`src/logic/sesl_map.svh`:
```
// Field positions, class codes, reset values and queue sizes of the event status logic
`ifndef SESL_MAP_SVH
`define SESL_MAP_SVH
`define SESL_BIT_OPC       3'd0
`define SESL_BIT_QUE       3'd2
`define SESL_BIT_DDE       3'd3
`define SESL_BIT_EXE       3'd4
`define SESL_BIT_CME       3'd5
`define SESL_STB_ESB       3'd5
`define SESL_USED_MASK     8'h3d
`define SESL_MASK_RESET    8'h00
`define SESL_FLAGS_RESET   8'h00
`define SESL_CLASS_CMD     4'h1
`define SESL_CLASS_EXE     4'h2
`define SESL_CLASS_DEV     4'h3
`define SESL_CLASS_QUERY   4'h4
`define SESL_ERR_Q_DEPTH   4
`define SESL_ERR_Q_PTR_W   2
`endif

```
`src/logic/sesl_pkg.sv`:
```
// Types shared by the event status logic
`default_nettype none
package sesl_pkg;
  typedef enum logic [1:0] {
    SESL_OPC_IDLE,
    SESL_OPC_ARMED
  } sesl_opc_e;

  typedef struct packed {
    logic       valid;
    logic [3:0] err_class;
    logic [9:0] err_code;
  } sesl_err_s;

  typedef struct packed {
    logic       mask_wr;
    logic [7:0] mask_data;
    logic       mask_query;
    logic       flags_query;
    logic       clear_status;
    logic       opc_cmd;
  } sesl_cmd_s;

  typedef struct packed {
    logic       valid;
    logic [7:0] data;
  } sesl_resp_s;
endpackage : sesl_pkg
`default_nettype wire

```
`src/logic/sesl_event_status.sv`:
```
// Standard event status register, enable mask and event summary bit
// Overview of operation
// - Mask write stores 8-bit value 0..255; mask resets to zero.
// - Summary bit 5 of status byte is OR of flags AND mask.
// - Flag bits: 5 cmd, 4 exec, 3 device, 2 query, 0 done; others zero.
// - Mask query returns stored mask unless a flag query comes with it, and changes nothing.
// - Flag query returns current flags then clears them all.
// - Clear-status clears flags and status byte, keeps masks.
// - Clear-status also empties the error queue.
// - Clear-status forces operation-complete tracking to idle.
// - Error code class 1xx sets command error bit.
// - Error code class 2xx sets execution error bit.
// - Error code class 3xx sets device-dependent error bit.
// - Current or voltage error while its questionable bit rises sets device error.
// - Error code class 4xx sets query error bit.
// - Completion command clears bit 0; set once all pending work finished.
`include "sesl_map.svh"
`default_nettype none
module sesl_event_status (
  // Clock and reset
  input  wire logic                sys_clk_i,
  input  wire logic                nrst_i,
  // Commands from the parser
  input  wire sesl_pkg::sesl_cmd_s cmd_i,
  // Error reports
  input  wire sesl_pkg::sesl_err_s err_i,
  input  wire logic                err_pop_i,
  // Output-stage faults
  input  wire logic                curr_err_i,
  input  wire logic                volt_err_i,
  input  wire logic                ques_curr_i,
  input  wire logic                ques_volt_i,
  // Completion state of pending work
  input  wire logic                ops_idle_i,
  // Answers and status
  output sesl_pkg::sesl_resp_s     resp_o,
  output logic [7:0]               flags_o,
  output logic [7:0]               mask_o,
  output logic                     esb_o,
  output logic                     clear_stb_o,
  output logic                     err_empty_o,
  output logic [9:0]               err_head_o,
  output logic                     opc_armed_o
);
  import sesl_pkg::*;

  function automatic logic [7:0] bit_of(input logic [2:0] pos);
    bit_of = 8'h01 << pos;
  endfunction : bit_of

  function automatic logic class_is(input sesl_err_s e, input logic [3:0] c);
    class_is = e.valid && (e.err_class == c);
  endfunction : class_is

  localparam logic [7:0] FLAGS_RST = `SESL_FLAGS_RESET;

  logic [7:0]       flags;
  logic [7:0]       mask;
  logic             flag_cme;
  logic             flag_exe;
  logic             flag_dde;
  logic             flag_que;
  logic             flag_opc;
  sesl_opc_e        opc_state;
  sesl_opc_e        next_opc_state;
  sesl_resp_s       resp;
  logic             ques_curr_d;
  logic             ques_volt_d;

  // Command strobes named once; the queue flush reads cmd_i.clear_status directly
  wire       mask_wr_w     = cmd_i.mask_wr;
  wire [7:0] mask_data_w   = cmd_i.mask_data;
  wire       mask_query_w  = cmd_i.mask_query;
  wire       flags_query_w = cmd_i.flags_query;
  wire       clear_w       = cmd_i.clear_status;
  wire       opc_cmd_w     = cmd_i.opc_cmd;

  // Error class decode
  wire       cls_cmd_w     = class_is(err_i, `SESL_CLASS_CMD);
  wire       cls_exe_w     = class_is(err_i, `SESL_CLASS_EXE);
  wire       cls_dev_w     = class_is(err_i, `SESL_CLASS_DEV);
  wire       cls_query_w   = class_is(err_i, `SESL_CLASS_QUERY);

  // Questionable bit rising together with its error marks a new device fault
  wire       ques_curr_rise_w = ques_curr_i && !ques_curr_d;
  wire       ques_volt_rise_w = ques_volt_i && !ques_volt_d;
  wire       ddf_curr_w       = curr_err_i && ques_curr_rise_w;
  wire       ddf_volt_w       = volt_err_i && ques_volt_rise_w;
  wire       ddf_w            = ddf_curr_w || ddf_volt_w;

  // Completion tracking
  wire       opc_armed_w   = (opc_state == SESL_OPC_ARMED);
  wire       opc_done_w    = opc_armed_w && ops_idle_i;

  // One set term per event bit
  wire [7:0] set_cme_w = cls_cmd_w   ? bit_of(`SESL_BIT_CME) : 8'h00;
  wire [7:0] set_exe_w = cls_exe_w   ? bit_of(`SESL_BIT_EXE) : 8'h00;
  wire [7:0] set_dde_w = (cls_dev_w || ddf_w) ? bit_of(`SESL_BIT_DDE) : 8'h00;
  wire [7:0] set_que_w = cls_query_w ? bit_of(`SESL_BIT_QUE) : 8'h00;
  wire [7:0] set_opc_w = opc_done_w  ? bit_of(`SESL_BIT_OPC) : 8'h00;
  wire [7:0] set_w     = set_cme_w | set_exe_w | set_dde_w | set_que_w | set_opc_w;

  // A new event in the clearing cycle survives the clear
  wire       clr_all_w  = flags_query_w || clear_w;
  wire [7:0] clr_opc_w  = opc_cmd_w ? bit_of(`SESL_BIT_OPC) : 8'h00;
  wire [7:0] kept_w     = (clr_all_w ? 8'h00 : flags) & ~clr_opc_w;
  wire [7:0] next_flags = (kept_w | set_w) & `SESL_USED_MASK;

  // Mask changes only on a write; queries leave it alone
  wire [7:0] next_mask  = mask_wr_w ? mask_data_w : mask;

  // Query answers: flag query sees the value before this cycle's clear
  // Both queries at once: the flag answer wins
  wire       resp_valid_w = mask_query_w || flags_query_w;
  wire [7:0] resp_data_w  = flags_query_w ? flags : mask;
  assign resp = {resp_valid_w, resp_data_w};

  always_comb begin
    next_opc_state = opc_state;
    if (clear_w) begin
      next_opc_state = SESL_OPC_IDLE;
    end else if (opc_cmd_w) begin
      next_opc_state = SESL_OPC_ARMED;
    end else begin
      unique case (opc_state)
        SESL_OPC_IDLE:  next_opc_state = SESL_OPC_IDLE;
        SESL_OPC_ARMED: if (ops_idle_i) next_opc_state = SESL_OPC_IDLE;
        default:        next_opc_state = SESL_OPC_IDLE;
      endcase
    end
  end

  always_ff @(posedge sys_clk_i or negedge nrst_i) begin
    if (!nrst_i) begin
      mask <= `SESL_MASK_RESET;
    end else begin
      mask <= next_mask;
    end
  end

  // One flop per event, so each sticky bit can be traced on its own
  always_ff @(posedge sys_clk_i or negedge nrst_i) begin
    if (!nrst_i) begin
      flag_cme <= FLAGS_RST[`SESL_BIT_CME];
    end else begin
      flag_cme <= next_flags[`SESL_BIT_CME];
    end
  end

  always_ff @(posedge sys_clk_i or negedge nrst_i) begin
    if (!nrst_i) begin
      flag_exe <= FLAGS_RST[`SESL_BIT_EXE];
    end else begin
      flag_exe <= next_flags[`SESL_BIT_EXE];
    end
  end

  always_ff @(posedge sys_clk_i or negedge nrst_i) begin
    if (!nrst_i) begin
      flag_dde <= FLAGS_RST[`SESL_BIT_DDE];
    end else begin
      flag_dde <= next_flags[`SESL_BIT_DDE];
    end
  end

  always_ff @(posedge sys_clk_i or negedge nrst_i) begin
    if (!nrst_i) begin
      flag_que <= FLAGS_RST[`SESL_BIT_QUE];
    end else begin
      flag_que <= next_flags[`SESL_BIT_QUE];
    end
  end

  always_ff @(posedge sys_clk_i or negedge nrst_i) begin
    if (!nrst_i) begin
      flag_opc <= FLAGS_RST[`SESL_BIT_OPC];
    end else begin
      flag_opc <= next_flags[`SESL_BIT_OPC];
    end
  end

  // Unused positions stay tied low rather than stored
  always_comb begin
    flags                = 8'h00;
    flags[`SESL_BIT_CME] = flag_cme;
    flags[`SESL_BIT_EXE] = flag_exe;
    flags[`SESL_BIT_DDE] = flag_dde;
    flags[`SESL_BIT_QUE] = flag_que;
    flags[`SESL_BIT_OPC] = flag_opc;
  end

  always_ff @(posedge sys_clk_i or negedge nrst_i) begin
    if (!nrst_i) begin
      opc_state <= SESL_OPC_IDLE;
    end else begin
      opc_state <= next_opc_state;
    end
  end

  // Previous questionable level; reset low, so a level already high after reset counts as a rise
  always_ff @(posedge sys_clk_i or negedge nrst_i) begin
    if (!nrst_i) begin
      ques_curr_d <= 1'b0;
      ques_volt_d <= 1'b0;
    end else begin
      ques_curr_d <= ques_curr_i;
      ques_volt_d <= ques_volt_i;
    end
  end

  always_ff @(posedge sys_clk_i or negedge nrst_i) begin
    if (!nrst_i) begin
      resp_o <= '0;
    end else begin
      resp_o <= resp;
    end
  end

  // Status byte lives elsewhere; this pulse is its clear
  always_ff @(posedge sys_clk_i or negedge nrst_i) begin
    if (!nrst_i) begin
      clear_stb_o <= 1'b0;
    end else begin
      clear_stb_o <= clear_w;
    end
  end

  sesl_err_queue u_err_queue (
    .sys_clk_i   (sys_clk_i),
    .nrst_i      (nrst_i),
    .push_i      (err_i.valid),
    .push_code_i (err_i.err_code),
    .pop_i       (err_pop_i),
    .flush_i     (cmd_i.clear_status),
    .empty_o     (err_empty_o),
    .head_code_o (err_head_o)
  );

  assign flags_o     = flags;
  assign mask_o      = mask;
  assign esb_o       = |(flags & mask);
  assign opc_armed_o = (opc_state == SESL_OPC_ARMED);
endmodule : sesl_event_status
`default_nettype wire

```
`src/logic/sesl_err_queue.sv`:
```
// Small error queue: cleared as a whole by the clear-status command
`include "sesl_map.svh"
`default_nettype none
module sesl_err_queue (
  // Clock and reset
  input  wire logic              sys_clk_i,
  input  wire logic              nrst_i,
  // Push and pop
  input  wire logic              push_i,
  input  wire logic [9:0]        push_code_i,
  input  wire logic              pop_i,
  input  wire logic              flush_i,
  // State
  output logic                   empty_o,
  output logic [9:0]             head_code_o
);
  import sesl_pkg::*;
  localparam int D = `SESL_ERR_Q_DEPTH;
  logic [9:0]                    mem [D];
  logic [`SESL_ERR_Q_PTR_W-1:0]  wr_ptr;
  logic [`SESL_ERR_Q_PTR_W-1:0]  rd_ptr;
  logic [`SESL_ERR_Q_PTR_W:0]    count;
  wire                           full_w  = (count == (`SESL_ERR_Q_PTR_W+1)'(D));
  wire                           do_push = push_i && !full_w && !flush_i;
  wire                           do_pop  = pop_i && (count != '0) && !flush_i;

  assign empty_o     = (count == '0);
  assign head_code_o = mem[rd_ptr];

  // Newest errors are dropped when full; the oldest are the ones worth reading
  always_ff @(posedge sys_clk_i or negedge nrst_i) begin
    if (!nrst_i) begin
      wr_ptr <= '0;
      rd_ptr <= '0;
      count  <= '0;
    end else if (flush_i) begin
      wr_ptr <= '0;
      rd_ptr <= '0;
      count  <= '0;
    end else begin
      if (do_push) wr_ptr <= wr_ptr + 1'b1;
      if (do_pop)  rd_ptr <= rd_ptr + 1'b1;
      count <= count + (`SESL_ERR_Q_PTR_W+1)'(do_push) - (`SESL_ERR_Q_PTR_W+1)'(do_pop);
    end
  end

  always_ff @(posedge sys_clk_i) begin
    if (do_push) mem[wr_ptr] <= push_code_i;
  end
endmodule : sesl_err_queue
`default_nettype wire

```
`config.mk`:
```
export PLATFORM = sky130hd
export DESIGN_NAME = sesl_event_status
export DESIGN_NICKNAME = d
export VERILOG_FILES = /design/src/logic/sesl_pkg.sv /design/src/logic/sesl_event_status.sv /design/src/logic/sesl_err_queue.sv
export VERILOG_INCLUDE_DIRS = /design/src /design/src/logic
export SDC_FILE = /design/constraint.sdc
export NUM_CORES = 1
export LEC_CHECK = 0
export CORE_MARGIN = 1.5
export CORE_UTILIZATION = 59
export DETAILED_ROUTE_END_ITERATION = 10
export DONT_BUFFER_PORTS = 1
export PLACE_DENSITY_LB_ADDON = 0.3
export SLEW_MARGIN = 20
export SYNTH_ARGS = -nofsm -noshare
export SYNTH_HDL_FRONTEND = slang
export SYNTH_HIERARCHICAL = 1
export SYNTH_SLANG_ARGS = --single-unit
```
`constraint.sdc`:
```
create_clock -name sys_clk_i -period 6 [get_ports sys_clk_i]
set_input_delay 0.9 -clock sys_clk_i [delete_from_list [all_inputs] [get_ports sys_clk_i]]
set_output_delay 0.9 -clock sys_clk_i [all_outputs]
set_load 0.01 [all_outputs]
```
======== Word level (Yosys, flattened, before mapping) ========
Memory sizes are Yosys's and may differ from the RTL's.
Index checks and enable logic that the tools add are counted.
cells by class
  add/subtract/negate cells ............... 4
  equal/unequal tests ..................... 7
  multiplexer cells ....................... 19
  bitwise gates (word level) .............. 8
  reduce and logical (&&, ||, !) cells .... 26
operators by type and width
  kind                                                                   number
  2-bit 2-to-1 mux                                                       8
  1-bit logical AND                                                      13
  6-bit 2-to-1 mux                                                       2
  6-bit by 8-bit bitwise AND with 8-bit output                           1
  4-bit by 2-bit equality test with 1-bit output, second input constant  2
  8-bit 2-to-1 mux                                                       1
  8-bit OR reduction                                                     1
  6-bit bitwise AND                                                      1
  3-bit 2-to-1 mux                                                       2
  1-bit NOT with 6-bit output                                            1
  6-bit by 1-bit OR with 6-bit output                                    1
  6-bit by 3-bit OR with 6-bit output                                    1
  6-bit by 4-bit OR with 6-bit output                                    1
  6-bit by 5-bit OR with 6-bit output                                    1
  6-bit OR                                                               1
  5-bit 2-to-1 mux                                                       1
  2-bit by 1-bit adder with 2-bit output, second input constant          2
  4-bit by 1-bit equality test with 1-bit output, second input constant  1
  4-bit by 3-bit equality test with 1-bit output, second input constant  1
  1-bit zero test                                                        4
  1-bit logical OR                                                       4
  1-bit 2-to-1 mux                                                       4
  4-bit 2-to-1 mux                                                       1
  4-bit inequality test, second input constant                           1
  7 further kinds                                                        8
storage, ports and cells
  flip-flop bits (word level) ............. 34
  RAM bits ................................ 40
  bits of input ports ..................... 36
  output and inout bits ................... 39
  word-level logic and storage cells ...... 80
  memories kept ........................... 1
memory list
  memory           words  width  read ports  clocked after memory_dff  wr ports  RTL line              RTL
  u_err_queue.mem  4      10     1           0                         1         sesl_err_queue.sv:19  logic [9:0] mem [D];

======== Depth between registers and ports, before layout ========
Gate-level depths: netlist of the first run.
  word-level depth ........................ 10
  depth in mapped cells ................... 10
  gate-level depth less buffers ........... 10

======== Cells and area by module ========
Netlist of the first run, hierarchy kept.
modules (own cells, without submodules)
  module             instances  cells each  area each (µm²)  seq. area each (µm²)
  sesl_err_queue     1          99          1928.1           1376.3
  sesl_event_status  1          76          1054.8           650.6

======== Least setup slack after synthesis of the first run ========
No wires, ideal clock.
  kind .................................... input to register
  from .................................... in cmd_i[1] (netlist bit)
  to ...................................... reg u_err_queue.count[2]
  setup time .............................. 0.131 ns
  data arrival time ....................... 2.270 ns
  data required time ...................... 5.869 ns
  setup slack ............................. 3.600 ns
  cell stages on the path ................. 9
  path buffers ............................ 1
  cells stage by stage .................... clkbuf_1 -> nor2_1 -> ha_1 -> inv_1 -> ha_1 -> inv_1 -> fa_1 -> xnor2_1 -> nor2_1
on the way
  longest elaborated chain between the ends .. 5
  elaborated cells on any way between the ends .. 6
  classes of those cells .................. 2 x add/sub; 1 x mux; 3 x reduce/logical
ends and longest elaborated chain
  what                                         RTL line                                    RTL
  start, declared                              sesl_event_status.sv:24                     input wire sesl_pkg::sesl_cmd_s cmd_i,
  1-bit zero test                              sesl_err_queue.sv:24, sesl_err_queue.sv:25
  1-bit logical AND                            sesl_err_queue.sv:24                        wire do_push = push_i && !full_w && !flush_i;
  3-bit by 1-bit adder with 3-bit output       sesl_err_queue.sv:43                        count <= count + (`SESL_ERR_Q_PTR_W+1)'(do_push) - (`SESL_ERR_Q_PTR_W+1)'(do_pop);
  3-bit by 1-bit subtractor with 3-bit output  sesl_err_queue.sv:43
  3-bit 2-to-1 mux *                           sesl_err_queue.sv:36                        end else if (flush_i) begin
  end signal, assigned                         sesl_err_queue.sv:43
  end, declared                                sesl_err_queue.sv:22                        logic [`SESL_ERR_Q_PTR_W:0] count;
Every way passes the cells marked *; elsewhere a longest branch is shown, timed or not.
A chain may end at the register's enable or synchronous reset.

======== Final worst setup path of the first run ========
  from .................................... reg u_err_queue.rd_ptr[0]
  to ...................................... out err_head_o[0]
on the way
  longest elaborated chain between the ends .. 1
ends and longest elaborated chain
  what                    RTL line                 RTL
  start, declared         sesl_err_queue.sv:21     logic [`SESL_ERR_Q_PTR_W-1:0] rd_ptr;
  start signal, assigned  sesl_err_queue.sv:42     if (do_pop) rd_ptr <= rd_ptr + 1'b1;
  memory 4 x 10 bit       n/a
  end, declared           sesl_event_status.sv:42  output logic [9:0] err_head_o,
Every way passes these cells.

==> summary.md, run 1 <==
| Metric | Value |
|---|---|
| GPL Wtd Cong | `0.7438` |
| Cell Area, Synth | `2983 sq um` |
| CTS Sinks | `73` |
| Fmax | `367.9 MHz` |
| Vias | `1418` |
| Post_cts resized | `0` |
| I/O Pins | `75` |
| Crit-path leading delay family | `flip-flops` |
| Primary FF master, synth | `edfxtp_1` |
| Post-synthesis sequential area ratio | `0.6795` |
| Post-synth EDFFs | `40` |
| Reg-to-reg slack, setup | `3.82 ns` |
| CTS buffer count | `9` |
| Nets | `218` |
| Total GRT Usage | `0.1896` |
| # rows | `25` |
| Setup tns final | `0 ns` |
| Worst Setup End Kind | `output port` |
| Register area | `2027 sq um` |
| Outcome | `complete, no violations` |
| Skew-Pair Late Insertion Delay | `0.33 ns` |
| Global-route wire length before repair | `7272 microns` |
| Async SR Flop Fraction | `0.4521` |
| Detailed Place HPWL | `3531 microns` |
| Initial Util | `0.6233` |
| Fillers | `336` |
| ANT nets after route | `0` |
| Max H-tree Level | `3` |
| Worst vdd ir | `149.0 uV` |
| Crit-path cells | `mux4_1` |
| Register bit total from synthesis | `73` |
| Setup violations, final | `0` |
| Cell Count, Final, Fillers Out | `247` |
| Total wire length | `4871 microns` |
| Synth top cells by count | `edfxtp_1, dfrtp_1, mux2_2` |
| Chip Width | `74.11 microns` |
| DRT iter0 DRCs | `85` |
| DR WL/cell | `19.72 microns` |
| TritonCTS clock tree | `done` |
| Tcrit/Tclk final | `0.4530` |
| Final min period | `2.718 ns` |
| Slew HR | `0.5438` |
| Inst Count DP | `231` |
| Top-count cell post-synth | `edfxtp_1` |
| Area growth from synthesis to layout | `5.453%` |
| 1st-pass router iterations | `4` |
| Vias in the first global route | `1432` |
| Core Area | `4786 sq um` |
| Worst slack, placed | `3.476 ns` |
| Share of layout cells above drive strength 1 | `0.2444` |
| Worst Path Buf+Inv | `0` |
| # Max-Cap Violations | `0` |
| # port buffers | `0` |
| Slew Limit Fails | `0` |
| Multi-input gate area | `827.0 sq um` |
| Mean Syn Cell Area | `17.04 sq um` |
| CTS root buf | `clkbuf_8` |
| Pleak | `1.210 nW` |
| Crit Path Class | `reg -> out` |
| Initial antenna violation count | `0` |
| CP peak stage delay | `0.78 ns` |
| Setup WS post-layout | `3.282 ns` |
| Util after Layout | `0.6573` |
| Worst slew pin tran | `0.6843 ns` |
| Post-DR vias/cell | `5.741` |
| Clk buf depth | `2` |
| Synth unique cells | `40` |
| Clk slew on worst S/H paths | `0.07 ns` |
| Clock skew | `0.005519 ns` |
| ANT cells | `0` |
| Crit-path slowest cell | `dfrtp_1` |
| Crit path max fanout | `12` |
| WP data arrival | `1.82 ns` |
| Hold Path Class | `in -> async` |
| Worst setup SP type | `flop` |
| DRC errors left | `0` |
| Pin count of the biggest net entering global routing | `34` |
| Req. time, crit path | `5.10 ns` |
| Synth warn | `6` |
| Synth area leader | `edfxtp_1` |
| Die ar. | `5492 sq um` |
| Post-synth top area share | `0.4027` |
| Synth area leaders | `edfxtp_1, dfrtp_1, mux4_2, mux2_2, ha_1` |
| Gate Count Post-Synth | `175` |
| RSZ-0062 raised after global routing | `false` |
| Die H | `74.11 microns` |
| Hold buffer count at cts | `0` |
| Total congestion overflow | `0` |
| PwrDens | `356.2 nW/um^2` |
| Post-CTS setup buffer count | `0` |
| Final hold vios | `0` |
[cell usage in the layout (no fill, tap or decap), types with 2 or more instances in the layout]
cell      synthesis  final
mux2_2           13     13
inv_1             9      9
clkinv_2          0      3
ha_1              6      6
nand2b_1          4      4
clkbuf_8          0     11
dfrtp_1          33     33
mux4_2            8      8
nor2_1            7      7
a32o_1            3      3
xor2_1            3      3
edfxtp_1         40     40
and2b_2           3      3
mux4_1            2      2
conb_1            1      3
and2_1            4      4
clkbuf_1          1      2
nand2_1           5      5
[logic make-up after synthesis]
kind of cell / after synthesis / synth area share
xor gates and xnor gates: 4 / 0.01175
buffers and inverters: 22 / 0.04572
DFF: 73 / 0.6795
muxes: 25 / 0.1342
AOI/OAI and AO/OA: 13 / 0.03859
other: 1 / 0.001257
adders and majority gates: 7 / 0.03188
and+or+nand+nor: 30 / 0.05705
[registers in the layout, indices dropped and copies added, names as in the netlist]
signal / cells
ques_curr_d: 1
flag_dde: 1
opc_state: 1
mask_o: 8
u_err_queue/rd_ptr: 2
resp_o: 9
flag_que: 1
ques_volt_d: 1
flag_exe: 1
u_err_queue/count: 3
flag_cme: 1
clear_stb_o: 1
u_err_queue/wr_ptr: 2
flag_opc: 1
u_err_queue/mem: 40
[per-stage QoR]
step | power [mW] | hold slack [ns] | instance area [sq um]
floorplan | 0.7773 | 0.4882 | 2990
CTS | 1.132 | 0.2471 | 3146
global placement | 0.7882 | 0.5406 | 2972
finish | 1.120 | 0.2601 | 3146
global route | 1.177 | 0.2308 | 3146
detailed placement | 0.8025 | 0.5747 | 2972
[report_power, final]
part	leakage, nW	total [mW]	switching, mW	internal, mW
Combinational	0.339	0.157	0.0728	0.0841
Clock	0.0932	0.332	0.161	0.171
Sequential	0.778	0.631	0.0593	0.572
[per-layer routing]
metal / vias up / GRT usage / share of wire
met2: 47 / 0.3026 / 0.53
met5: - / 0 / 0
met3: 5 / 0.08130 / 0.068
li1: 629 / - / -
met1: 737 / 0.2386 / 0.39
met4: 0 / 0.05556 / 0.0094
[area by class of cell]
| cell class | count | share of cell area |
|---|---|---|
| clock buffer | 13 | 0.05052 |
| tap | 67 | 0.02665 |
| inverter | 9 | 0.01074 |
| sequential | 73 | 0.6444 |
| multi-input combinational | 82 | 0.2629 |
| clock inverter | 3 | 0.004773 |
[path summary, 6_finish.rpt]
kind	from	endpoint	cells after the start
min in group sys_clk_i	ques_volt_d$_DFF_PN0_	flag_dde$_DFF_PN0_	2
worst max register to register	u_err_queue/count[1]$_DFF_PN0_	u_err_queue/count[2]$_DFF_PN0_	9
worst min register to register	ques_volt_d$_DFF_PN0_	flag_dde$_DFF_PN0_	2
worst max-delay path	u_err_queue/rd_ptr[0]$_DFFE_PN0P_	err_head_o[0]	1
worst min-delay path	nrst_i	flag_que$_DFF_PN0_	0
max in group asynchronous	nrst_i	u_err_queue/rd_ptr[1]$_DFFE_PN0P_	0
Power figures use the tool's default switching activity.
==> run 2: changes to the inputs <==
clock period = 2.67 ns   (was 6 ns; I/O delays follow)
==> run 2 against run 1 <==
  * Critical path type unchanged
  * Non-clock buffer count grew 3
  * Combinational power rose by 140%
  * Largest cell class unchanged
  * Wire length rose by 0.57%
  * Critical endpoint is now err_head_o[9]
  * Critical path depth unchanged
  * Worst setup slack worse by 2.8 ns
==> summary.md, run 2 (synthesis results as in run 1) <==
| Metric | Value |
|---|---|
| Outcome | `complete, no violations (unchanged)` |
| Setup violations, final | `0 (unchanged)` |
| Vias | `1434 (was 1418)` |
| Clock skew | `0.007058 ns (was 0.005519 ns)` |
| Die H | `74.11 microns (unchanged)` |
| Post-DR vias/cell | `5.736 (was 5.741)` |
| CP peak stage delay | `0.78 ns (about the same)` |
| Hold buffer count at cts | `2 (was 0)` |
| Crit-path cells | `mux4_1 (unchanged)` |
| RSZ-0062 raised after global routing | `false (unchanged)` |
| Final hold vios | `0 (unchanged)` |
| Nets | `221 (was 218)` |
| Switching Fraction | `0.2506 (was 0.2619)` |
| Fmax | `452.0 MHz` |
| Post-CTS setup buffer count | `0 (unchanged)` |
| Pin count of the biggest net entering global routing | `34 (unchanged)` |
| PnR Total Power | `2.742 mW (was 1.120 mW)` |
| ANT cells | `0 (unchanged)` |
| Largest Register | `u_err_queue/mem (unchanged)` |
| Skew-Pair Late Insertion Delay | `0.33 ns (about the same)` |
| Initial Util | `0.6233 (unchanged)` |
| Clk buf depth | `2 (unchanged)` |
| CTS root buf | `clkbuf_8 (unchanged)` |
| Crit Path Class | `reg -> out (unchanged)` |
| Vias in the first global route | `1539 (was 1432)` |
| Crit path launch | `u_err_queue/rd_ptr[0]$_DFFE_PN0P_ (unchanged)` |
| DRC errors left | `0 (unchanged)` |
| Seq pwr share | `0.516 (was 0.563)` |
| Chip Width | `74.11 microns (unchanged)` |
| PwrDens | `845.9 nW/um^2 (was 356.2 nW/um^2)` |
| ANT nets after route | `0 (unchanged)` |
| Met2 Usage GRT | `0.2946 (was 0.3026)` |
| Reg-to-reg slack, setup | `0.55 ns (was 3.82 ns)` |
| Pleak | `1.255 nW (was 1.210 nW)` |
| Worst setup SP type | `flop (unchanged)` |
| Post_cts resized | `0 (unchanged)` |
| Initial antenna violation count | `0 (unchanged)` |
| 1st-pass router iterations | `5 (was 4)` |
| Hold Path Class | `in -> reg (was in -> async)` |
| Worst slack, placed | `0.5391 ns (was 3.476 ns)` |
| Worst slew pin tran | `0.6762 ns (was 0.6843 ns)` |
| Max reg flops | `40 (unchanged)` |
| R2R Path End | `u_err_queue/count[2]$_DFF_PN0_ (unchanged)` |
| Core Area | `4786 sq um (unchanged)` |
| I/O Pins | `75 (unchanged)` |
| Util after Layout | `0.6774 (was 0.6573)` |
| Crit-path leading delay family | `flip-flops (unchanged)` |
| GPL Wtd Cong | `0.7230 (was 0.7438)` |
| Crit-path slowest cell | `dfrtp_1 (unchanged)` |
| R2R depth | `9 (unchanged)` |
| Hold_ws | `0.09199 ns (was 0.2601 ns)` |
| Final min period | `2.212 ns` |
| Slew Limit Fails | `0 (unchanged)` |
| Setup tns final | `0 ns (unchanged)` |
| Global-route wire length before repair | `7472 microns (was 7272 microns)` |
| Setup WS post-layout | `0.4578 ns (was 3.282 ns)` |
| Total congestion overflow | `0 (unchanged)` |
| Hold path depth | `0` |
| CTS Sinks | `73 (unchanged)` |
| DRT iter0 DRCs | `98 (was 85)` |
| WP data arrival | `1.81 ns (was 1.82 ns)` |
| Req. time, crit path | `2.27 ns (was 5.10 ns)` |
| Hold path start | `ques_volt_i` |
| TritonCTS clock tree | `done (unchanged)` |
| Total wire length | `4899 microns (was 4871 microns)` |
| Hold endpoint | `ques_volt_d$_DFF_PN0_` |
| Tcrit/Tclk final | `0.8285` |
| # rows | `25 (unchanged)` |
| Worst Path Buf+Inv | `0 (unchanged)` |
| Internal | `2.055 mW (was 827.0 uW)` |
| Die ar. | `5492 sq um (unchanged)` |
| CTS buffer count | `9 (unchanged)` |
| Detailed Place HPWL | `3509 microns (was 3531 microns)` |
| Sw Pwr | `687.1 uW (was 293.5 uW)` |
| GR Util met1 | `0.2479 (was 0.2386)` |
| # port buffers | `0 (unchanged)` |
| Area growth from synthesis to layout | `8.683% (was 5.453%)` |
| RR Startpoint | `u_err_queue/count[1]$_DFF_PN0_ (unchanged)` |
| Clk slew on worst S/H paths | `0.07 ns (about the same)` |
| Leading cell types in the layout, fill and taps excluded | `edfxtp_1, dfrtp_1, mux2_2, clkbuf_8, inv_1 (unchanged)` |
| Clock Power Share | `0.345 (was 0.297)` |
| Top Usage Layer GRT | `met2 (unchanged)` |
| # Max-Cap Violations | `0 (unchanged)` |
| Total GRT Usage | `0.1923 (was 0.1896)` |
| Slew HR | `0.5492 (was 0.5438)` |
| Most common cell after layout, fill and taps aside | `edfxtp_1 (unchanged)` |
| Worst vdd ir | `478.0 uV (was 149.0 uV)` |
| Worst Setup End Kind | `output port (unchanged)` |
| Share of layout cells above drive strength 1 | `0.2568 (was 0.2444)` |
| DR WL/cell | `19.60 microns (was 19.72 microns)` |
| Crit path max fanout | `11 (was 12)` |
| GR Util met3 | `0.06504 (was 0.08130)` |
| Comb pwr share | `0.138 (was 0.140)` |
| Max H-tree Level | `3 (unchanged)` |
[run 2: power by group through the flow]
stage | Sequential, mW | Combinational (mW) | Clock [mW]
floorplan | 1.38 | 0.368 | 0
finish | 1.42 | 0.380 | 0.947
CTS | 1.42 | 0.385 | 0.971
global placement | 1.43 | 0.348 | 0
global route | 1.43 | 0.419 | 1.02
detailed placement | 1.44 | 0.370 | 0
[run 2: per-layer routing]
metal  routed length, microns  vias to the layer above
met5                        0                        -
li1                         -                      638
met1                     1945                      738
met3                      309                        8
met4                       78                        0
met2                     2566                       50
[run 2: how the worst max path moves through the flow]
stage / endpoint / slack [ns] / cells past startpoint
6_report: err_head_o[9] / 0.46 / 1
5_1_grt: err_head_o[9] / 0.35 / 1
4_1_cts: err_head_o[9] / 0.41 / 1
3_5_place_dp: u_err_queue/count[2]$_DFF_PN0_ / 0.54 / 9
3_3_place_gp: u_err_queue/count[2]$_DFF_PN0_ / 0.66 / 9
2_1_floorplan: u_err_queue/count[2]$_DFF_PN0_ / 0.67 / 9
[run 2: layout make-up]
cell class | count | area [sq um]
clock buffer | 13 | 191.4
multi-input combinational | 82 | 827.0
tap | 67 | 83.83
inverter | 9 | 33.78
clock inverter | 3 | 41.29
fill | 321 | 1544
sequential | 73 | 2027
timing repair buffer | 3 | 37.54
[run 2: per-stage QoR]
step / instance area, sq um / std cells
after floorplan: 2990 / 177
after global placement: 2979 / 232
after detailed placement: 2979 / 232
after CTS: 3242 / 250
after global routing: 3242 / 250
final: 3242 / 250
